$ cat config.mk
export PLATFORM = sky130hd
export DESIGN_NAME = mode_select_flush_wake
export DESIGN_NICKNAME = d
export VERILOG_FILES = /design/src/design/mode_select_pkg.sv /design/src/design/mode_select_flush_wake.sv
export SDC_FILE = /design/constraint.sdc
export NUM_CORES = 1
export LEC_CHECK = 0
export BUFFER_PORTS_ARGS = -buffer_cell sky130_fd_sc_hd__buf_4
export CORE_MARGIN = 5
export CORE_UTILIZATION = 45
export CTS_CLUSTER_SIZE = 16
export DETAILED_ROUTE_END_ITERATION = 6
export PLACE_DENSITY = 0.67
export SLEW_MARGIN = 5
export SYNTH_ARGS = -nofsm -noshare
export SYNTH_HDL_FRONTEND = slang
export SYNTH_SLANG_ARGS = --single-unit
$ cat constraint.sdc
create_clock -name core_clk -period 3.2 [get_ports core_clk]
set_input_delay 0 -clock core_clk [delete_from_list [all_inputs] [get_ports core_clk]]
set_output_delay 0 -clock core_clk [all_outputs]
set_load 0.01 [all_outputs]
$ cat src/design/mode_select_pkg.sv
package mode_select_pkg;
   // ----------------------------------------
   // Bus map
   // ----------------------------------------
   localparam logic [3:0] ADDR_CTRL   = 4'h0;
   localparam logic [3:0] ADDR_STATUS = 4'h4;
   localparam logic [3:0] ADDR_EEDATA = 4'h8;
   localparam logic [3:0] ADDR_CMD    = 4'hC;
   // ----------------------------------------
   // Modes
   // ----------------------------------------
   typedef enum logic [3:0] {
      MODE_UART      = 4'h0,
      MODE_ASYNC_FIFO= 4'h1,
      MODE_CPU_FIFO  = 4'h2,
      MODE_HD_SERIAL = 4'h3,
      MODE_FAST_SER  = 4'h4,
      MODE_SYNC_FIFO = 4'h5,
      MODE_ABB       = 4'h6,
      MODE_SBB       = 4'h7,
      MODE_MPSE      = 4'h8
   } iface_mode_e;
   // ----------------------------------------
   // Host command values
   // ----------------------------------------
   localparam logic [7:0] CMD_RESET_MODE = 8'h00;
   localparam logic [7:0] CMD_ABB        = 8'h01;
   localparam logic [7:0] CMD_MPSE       = 8'h02;
   localparam logic [7:0] CMD_SBB        = 8'h04;
   localparam logic [7:0] CMD_FS_RESET   = 8'h10;
   localparam logic [7:0] CMD_SYNC_FIFO  = 8'h40;
   // ----------------------------------------
   // EEPROM word fields
   // ----------------------------------------
   localparam int EE_MODE_LSB  = 0;
   localparam int EE_DRIVE_LSB = 4;
   localparam int EE_SLEW_BIT  = 6;
   localparam int EE_SCHM_BIT  = 7;
   localparam int EE_PD_BIT    = 8;
   localparam logic [15:0] EE_DEFAULT = 16'h0000;
   // ----------------------------------------
   // Timing
   // ----------------------------------------
   localparam int CLK_MHZ      = 40;
   localparam int FLUSH_NS     = 250;
   localparam int WAKE_MS      = 20;
   localparam int FLUSH_CYC    = (FLUSH_NS * CLK_MHZ + 999) / 1000;
   localparam int WAKE_CYC     = (WAKE_MS * 1000 * CLK_MHZ);
   localparam int LOAD_CYC     = 4;
endpackage : mode_select_pkg

$ cat src/design/mode_select_flush_wake.sv
// Functional notes
// - Flush/wake pin only acts in FIFO or bit-bang modes.
// - Falling edge of flush/wake flags pending transfer to host.
// - Flush sends buffered data at once as short packet.
// - With pull-down enabled, pin never wakes device from suspend.
// - In UART mode ring indicator is the wake source.
// - Without other configuration the mode is UART.
// - After reset, EEPROM is read and stored mode applied.
// - Host command selects async/sync bit-bang or serial engine.
// - Command 0x40 gives sync FIFO only from async FIFO.
// - Drive, slew and Schmitt settings come from EEPROM.
// - Host may reset fast serial controller; mode from EEPROM only.
// - Command 0x10 holds fast serial in reset, 0x00 releases.
//
// Decided for this implementation: the Avalon-MM slave port and the address map.
`timescale 1ns/1ps
`default_nettype none
module mode_select_flush_wake
   import mode_select_pkg::*;
#(
   parameter int WAKE_CYCLES = WAKE_CYC
)(
   input  wire logic        core_clk,
   input  wire logic        reset,
   input  wire logic [3:0]  avs_address,
   input  wire logic        avs_read,
   input  wire logic        avs_write,
   input  wire logic [31:0] avs_writedata,
   output logic [31:0]      avs_readdata,
   output logic             avs_waitrequest,
   input  wire logic        flush_wake_n,
   input  wire logic        ring_indicator_n,
   input  wire logic        suspended,
   input  wire logic        buffer_has_data,
   output logic             send_immediate,
   output logic             remote_wake,
   output logic             pins_active,
   output logic [3:0]       active_mode,
   output logic             fast_serial_reset,
   output logic [1:0]       drive_strength,
   output logic             slow_slew,
   output logic             schmitt_en
);
   // ----------------------------------------
   // Bus slave
   // ----------------------------------------
   logic              acc_q;
   logic [15:0]       ee_word_q;
   logic              ee_valid_q;
   logic [7:0]        cmd_q;
   logic              cmd_stb_q;
   logic              flush_seen_q;
   logic              wake_seen_q;
   logic              wr_go;
   logic              rd_go;
   assign wr_go = avs_write && acc_q;
   assign rd_go = avs_read && !acc_q;

   always_ff @(posedge core_clk or posedge reset) begin
      if (reset) begin
         acc_q <= 1'b0;
      end else begin
         acc_q <= (avs_read || avs_write) && !acc_q;
      end
   end

   always_ff @(posedge core_clk or posedge reset) begin
      if (reset) begin
         avs_waitrequest <= 1'b1;
      end else begin
         avs_waitrequest <= !((avs_read || avs_write) && !acc_q);
      end
   end

   always_ff @(posedge core_clk or posedge reset) begin
      if (reset) begin
         avs_readdata <= 32'h0000_0000;
      end else if (rd_go) begin
         unique case (avs_address)
            ADDR_STATUS: avs_readdata <= {24'h000000, wake_seen_q, flush_seen_q, fast_serial_reset,
                                          pins_active, active_mode};
            ADDR_EEDATA: avs_readdata <= {16'h0000, ee_word_q};
            ADDR_CMD:    avs_readdata <= {24'h000000, cmd_q};
            default:     avs_readdata <= 32'h0000_0000;
         endcase
      end
   end

   always_ff @(posedge core_clk or posedge reset) begin
      if (reset) begin
         ee_word_q  <= EE_DEFAULT;
         ee_valid_q <= 1'b0;
      end else if (wr_go && avs_address == ADDR_EEDATA && !ee_valid_q) begin
         ee_word_q  <= avs_writedata[15:0];
         ee_valid_q <= 1'b1;
      end
   end

   always_ff @(posedge core_clk or posedge reset) begin
      if (reset) begin
         cmd_q     <= CMD_RESET_MODE;
         cmd_stb_q <= 1'b0;
      end else begin
         cmd_stb_q <= wr_go && avs_address == ADDR_CMD;
         if (wr_go && avs_address == ADDR_CMD) begin
            cmd_q <= avs_writedata[7:0];
         end
      end
   end

   // ----------------------------------------
   // EEPROM load and mode latch
   // ----------------------------------------
   logic [2:0]  load_cnt_q;
   logic [3:0]  ee_mode_q;
   logic        pulldown_q;
   logic [3:0]  ee_mode;
   assign ee_mode = ee_word_q[EE_MODE_LSB +: 4];

   always_ff @(posedge core_clk or posedge reset) begin
      if (reset) begin
         load_cnt_q  <= 3'h0;
         pins_active <= 1'b0;
      end else if (!pins_active && ee_valid_q) begin
         if (load_cnt_q == 3'(LOAD_CYC - 1)) begin
            pins_active <= 1'b1;
         end else begin
            load_cnt_q <= load_cnt_q + 3'h1;
         end
      end
   end

   always_ff @(posedge core_clk or posedge reset) begin
      if (reset) begin
         ee_mode_q      <= MODE_UART;
         drive_strength <= 2'h0;
         slow_slew      <= 1'b0;
         schmitt_en     <= 1'b0;
         pulldown_q     <= 1'b0;
      end else if (!pins_active && ee_valid_q) begin
         ee_mode_q      <= (ee_mode <= MODE_FAST_SER) ? ee_mode : MODE_UART;
         drive_strength <= ee_word_q[EE_DRIVE_LSB +: 2];
         slow_slew      <= ee_word_q[EE_SLEW_BIT];
         schmitt_en     <= ee_word_q[EE_SCHM_BIT];
         pulldown_q     <= ee_word_q[EE_PD_BIT];
      end
   end

   always_ff @(posedge core_clk or posedge reset) begin
      if (reset) begin
         active_mode       <= MODE_UART;
         fast_serial_reset <= 1'b0;
      end else if (!pins_active) begin
         active_mode <= ee_mode_q;
      end else if (cmd_stb_q) begin
         if (ee_mode_q == MODE_FAST_SER) begin
            if (cmd_q == CMD_FS_RESET) begin
               fast_serial_reset <= 1'b1;
            end else if (cmd_q == CMD_RESET_MODE) begin
               fast_serial_reset <= 1'b0;
            end
         end else begin
            unique case (cmd_q)
               CMD_RESET_MODE: active_mode <= ee_mode_q;
               CMD_ABB:        active_mode <= MODE_ABB;
               CMD_SBB:        active_mode <= MODE_SBB;
               CMD_MPSE:       active_mode <= MODE_MPSE;
               CMD_SYNC_FIFO: begin
                  if (ee_mode_q == MODE_ASYNC_FIFO) begin
                     active_mode <= MODE_SYNC_FIFO;
                  end
               end
               default: active_mode <= active_mode;
            endcase
         end
      end
   end

   // ----------------------------------------
   // Flush / wake pin
   // ----------------------------------------
   logic        pin_q;
   logic        pin_allowed;
   logic [31:0] low_cnt_q;
   logic        wake_done_q;
   assign pin_allowed = pins_active && (active_mode == MODE_ASYNC_FIFO || active_mode == MODE_CPU_FIFO ||
                        active_mode == MODE_SYNC_FIFO || active_mode == MODE_ABB ||
                        active_mode == MODE_SBB);

   always_ff @(posedge core_clk or posedge reset) begin
      if (reset) begin
         pin_q <= 1'b1;
      end else begin
         pin_q <= flush_wake_n;
      end
   end

   always_ff @(posedge core_clk or posedge reset) begin
      if (reset) begin
         send_immediate <= 1'b0;
         flush_seen_q   <= 1'b0;
      end else begin
         send_immediate <= pin_allowed && pin_q && !flush_wake_n && !suspended;
         if (pin_allowed && pin_q && !flush_wake_n && !suspended) begin
            flush_seen_q <= 1'b1;
         end else if (rd_go && avs_address == ADDR_STATUS) begin
            flush_seen_q <= 1'b0;
         end
      end
   end

   always_ff @(posedge core_clk or posedge reset) begin
      if (reset) begin
         low_cnt_q   <= 32'h0;
         wake_done_q <= 1'b0;
      end else if (flush_wake_n) begin
         low_cnt_q   <= 32'h0;
         wake_done_q <= 1'b0;
      end else if (low_cnt_q != 32'(WAKE_CYCLES)) begin
         low_cnt_q <= low_cnt_q + 32'h1;
      end else begin
         wake_done_q <= 1'b1;
      end
   end

   always_ff @(posedge core_clk or posedge reset) begin
      if (reset) begin
         remote_wake <= 1'b0;
         wake_seen_q <= 1'b0;
      end else begin
         if (active_mode == MODE_UART) begin
            remote_wake <= pins_active && suspended && !ring_indicator_n;
         end else begin
            remote_wake <= pin_allowed && suspended && !pulldown_q && !wake_done_q &&
                           low_cnt_q == 32'(WAKE_CYCLES);
         end
         if (remote_wake) begin
            wake_seen_q <= 1'b1;
         end else if (rd_go && avs_address == ADDR_STATUS) begin
            wake_seen_q <= 1'b0;
         end
      end
   end

   // ----------------------------------------
   // Checks
   // ----------------------------------------
   a_flush_on_edge: assert property (@(posedge core_clk) disable iff (reset)
      (pin_allowed && $fell(flush_wake_n) && !suspended) |=> send_immediate)
      else $error("flush edge not flagged");
   a_flush_gated: assert property (@(posedge core_clk) disable iff (reset)
      send_immediate |-> $past(pin_allowed))
      else $error("flush in wrong mode");
   a_flush_pulse: assert property (@(posedge core_clk) disable iff (reset)
      send_immediate |=> !send_immediate)
      else $error("flush longer than one cycle");
   a_pulldown_wake: assert property (@(posedge core_clk) disable iff (reset)
      (remote_wake && active_mode != MODE_UART) |-> !pulldown_q)
      else $error("wake with pulldown");
   a_uart_ring: assert property (@(posedge core_clk) disable iff (reset)
      (active_mode == MODE_UART && $past(active_mode) == MODE_UART && remote_wake) |-> $past(!ring_indicator_n))
      else $error("uart wake not from ring");
   a_pins_idle: assert property (@(posedge core_clk) disable iff (reset)
      !pins_active |-> (!send_immediate && !remote_wake))
      else $error("pins active before load");
   a_sync_fifo: assert property (@(posedge core_clk) disable iff (reset)
      (active_mode == MODE_SYNC_FIFO) |-> (ee_mode_q == MODE_ASYNC_FIFO))
      else $error("sync fifo without async fifo");
   a_fs_reset: assert property (@(posedge core_clk) disable iff (reset)
      (pins_active && cmd_stb_q && cmd_q == CMD_FS_RESET && ee_mode_q == MODE_FAST_SER) |=> fast_serial_reset)
      else $error("fast serial reset not held");
endmodule : mode_select_flush_wake
`default_nettype wire

==> flow_summary.ini <==
[status]
status = completed

[worst_setup_path]
end_kind = flip-flop
critPathKind = reg2reg
cpMostUsedCell = nand4_1
crit_path_start_kind = flip-flop
crit_chain = inv_1 > ha_1 > nor4b_1 > nand4_1 > nor2_1 > nand4_1 > o41ai_1 > dlygate4sd3_1
critical-path-max-stage-delay_ns = 0.59
path_max_fanout = 6
cp.arrival_ns = 2.81
required_ns = 3.50
slowest_stage = dlygate4sd3_1

[sta]
max_freq_ghz = 0.399
setup_ws_ns = 0.691
finalCriticalPeriod_ns = 2.51
finalHoldViolCount = 0
setup_tns_ns = 0
fin_worst_skew_ns = 0.0141
setup_viol = 0
drv_slew = 0
holdWs_ns = 0.148
worst-slew-pin-transition_ns = 0.987
timing.final.crit_share_pct = 78.4
rsz0062_at_grt = no
maxSlewHeadroom_pct = 34.0

[grt]
grt_pass1_vias = 3392
grt_usage_pct = 16.1
grt_overflow = 0
grt_pass1_wl_um = 16800
antenna_found_initial = 0
grt_max_degree = 61

[floorplan]
start_util_pct = 46.3
die-area_um2 = 12800
row_count = 37
die_h_um = 113
die_w_um = 113
coreArea_um2 = 10400
ioPinCount = 89

[placed_design]
pre_cts_ws_ns = 1.08
numPortBuffers = 55
gp_congestion = 0.885
dp_cells = 610
dp.final_hpwl_um = 6940

[cells_and_area]
drive_gt1_share_pct = 23.9
antenna_cells = 0
fin_nets = 555
area_growth_pct = 17.6
instances_no_fill = 647
register_area_um2 = 2500
nFillCells = 907
multiInputGateArea_um2 = 2090

[detailed_routing]
drc = 0
ant_nets = 0
initialDrtViolationCount = 302
via_per_inst = 5.32
drtPass1Iterations = 5
finalWirelength_um = 10000
post_drt_wl_per_cell_um = 15.5
vias = 3444

[power_and_ir_drop]
p_switching_mw = 0.967
sw_frac_of_total_pct = 31.4
power_frac_seq_pct = 53.2
internal_power_mw = 2.11
power_frac_comb_pct = 22.4
clkPwrFrac_pct = 24.3
peakVddDrop_uv = 238
power_density_nw_per_um2 = 545
leakage_nw = 2.60

[worst_hold_path]
min_path_type = in2reg

[yosys]
synth_adder_area_share_pct = 1.25
synth.distinct_cells = 59
synth-simple-area-share_pct = 18.7
synth_edf_count = 0
synthMuxAreaShare_pct = 8.62
synth_xor_area_share_pct = 5.84
synthCells = 435
ys_seq_elements = 100
avgSynthCellArea_um2 = 11.0
synth_compound_area_share_pct = 8.00
synth_warnings = 0
synth_top_family_by_area = simple AND/OR/NAND/NOR gates
ys_seq_area_share_pct = 52.2
netlist_area_um2 = 4800
async_flop_share_pct = 100
synth-main-ff-cell = dfrtp_1

[cts]
tritoncts = built
cts.repair.resized = 0
clk_pin_slew_ns = 0.10
cts-root-buf = clkbuf_8
htreeDepth = 3
cts_buffer_depth = 2
clk_latency_ns = 0.36
cts_made_buffers = 9
numClockSinks = 100

[flow_run]
maxCapViolCount = 0
[through the flow]
step	area (um2)	util, %	total power, mW
floorplan	4860	-	2.14
global placement	5250	50.6	2.31
detailed placement	5250	50.6	2.33
CTS	5650	54.5	3.11
global route	5650	54.5	3.27
finish	5650	54.5	3.08
[kinds of logic (layout without fill, tap and decap cells)]
kind of cell,count (synthesis),in the layout
DFF,100,100
and+or+nand+nor,163,163
muxes,36,36
buffers and inverters,43,104
other,1,16
adders and majority gates,5,5
xor gates and xnor gates,32,32
AOI/OAI and AO/OA,55,55
[critical path: cells and delay by family, from the launching register on]
family | cells | cell delay [ns]
simple gates | 4 | 1.01
buf+inv | 2 | 0.73
flops | 1 | 0.46
fa+ha+maj | 1 | 0.15
compound gates | 1 | 0.09
[state kept, by name, indices dropped and copies added (netlist names), 2 cells and up]
register and count:
avs_readdata 16, low_cnt_q 32, ee_mode_q 4, ee_word_q 16, cmd_q 8, active_mode 4
load_cnt_q 3, drive_strength 2
[cells in the final DEF (no fill, tap or decap), types with 4 or more instances in the layout]
master / instances
a21oi_1: 4
a222oi_1: 8
and2_1: 4
and3_1: 7
and4_1: 4
buf_4: 60
clkbuf_8: 9
conb_1: 16
dfrtp_1: 98
dlygate4sd3_1: 22
ha_1: 4
inv_1: 6
inv_6: 4
mux2_2: 31
nand2_1: 37
nand3_1: 16
nand4_1: 14
nor2_1: 41
nor3_1: 7
o21ai_0: 22
xnor2_1: 4
xor2_1: 28
[area by class of cell]
class | count | area share [%]
Sequential cell | 100 | 44.4
Clock buffer | 9 | 2.19
Clock inverter | 6 | 0.975
Timing Repair Buffer | 82 | 11.9
Tap cell | 136 | 3.01
Multi-Input combinational cell | 307 | 37.1
Inverter | 7 | 0.510
[Yosys cell counts (4+ instances only)]
master | instances | area share [%]
o21ai_0 | 22 | 2.3
a222oi_1 | 8 | 1.7
nand4_1 | 14 | 1.8
buf_4 | 17 | 2.7
xnor2_1 | 4 | 0.73
and4_1 | 4 | 0.73
nand3_1 | 16 | 1.7
clkbuf_1 | 12 | 0.94
ha_1 | 4 | 1.0
mux2_2 | 31 | 7.3
nand2_1 | 37 | 2.9
and2_1 | 4 | 0.52
and3_1 | 7 | 0.91
buf_6 | 4 | 0.94
dfrtp_1 | 98 | 51
a21oi_1 | 4 | 0.42
inv_1 | 7 | 0.55
xor2_1 | 28 | 5.1
nor2_1 | 41 | 3.2
nor3_1 | 7 | 0.73
[worst paths after layout]
| path | startpoint | to | slack [ns] | depth (start not counted) |
|---|---|---|---|---|
| worst max-delay path | low_cnt_q[0] | remote_wake | 0.69 | 8 |
| worst min-delay path | avs_address[2] | avs_readdata[15] | 0.15 | 5 |
| worst max register to register | low_cnt_q[0] | remote_wake | 0.69 | 8 |
| worst min register to register | load_cnt_q[0] | load_cnt_q[0] | 0.48 | 1 |
| max in group asynchronous | reset | avs_waitrequest | 2.07 | 4 |
| min in group asynchronous | reset | ee_word_q[15] | 0.31 | 3 |
[power groups by stage]
stage                     clock, mW  combinational (mW)  sequential, mW
after detailed placement          0               0.667            1.66
after floorplan                   0               0.543            1.60
final                         0.750               0.691            1.64
after global routing          0.838               0.769            1.67
after CTS                     0.776               0.697            1.64
after global placement            0               0.649            1.66
[routing by layer]
layer	up-vias	track usage, %	routed length, um
met5	-	0	0
met4	0	3.77	106
met3	11	3.80	578
met2	96	26.5	4850
met1	1673	21.6	4490
li1	1664	-	-
[timing repair]
item,in CTS,in global routing
buffers inserted,0,0
hold buffers,22,0
hold endpoints to repair,87,0
(Power assumes the default switching activity.)
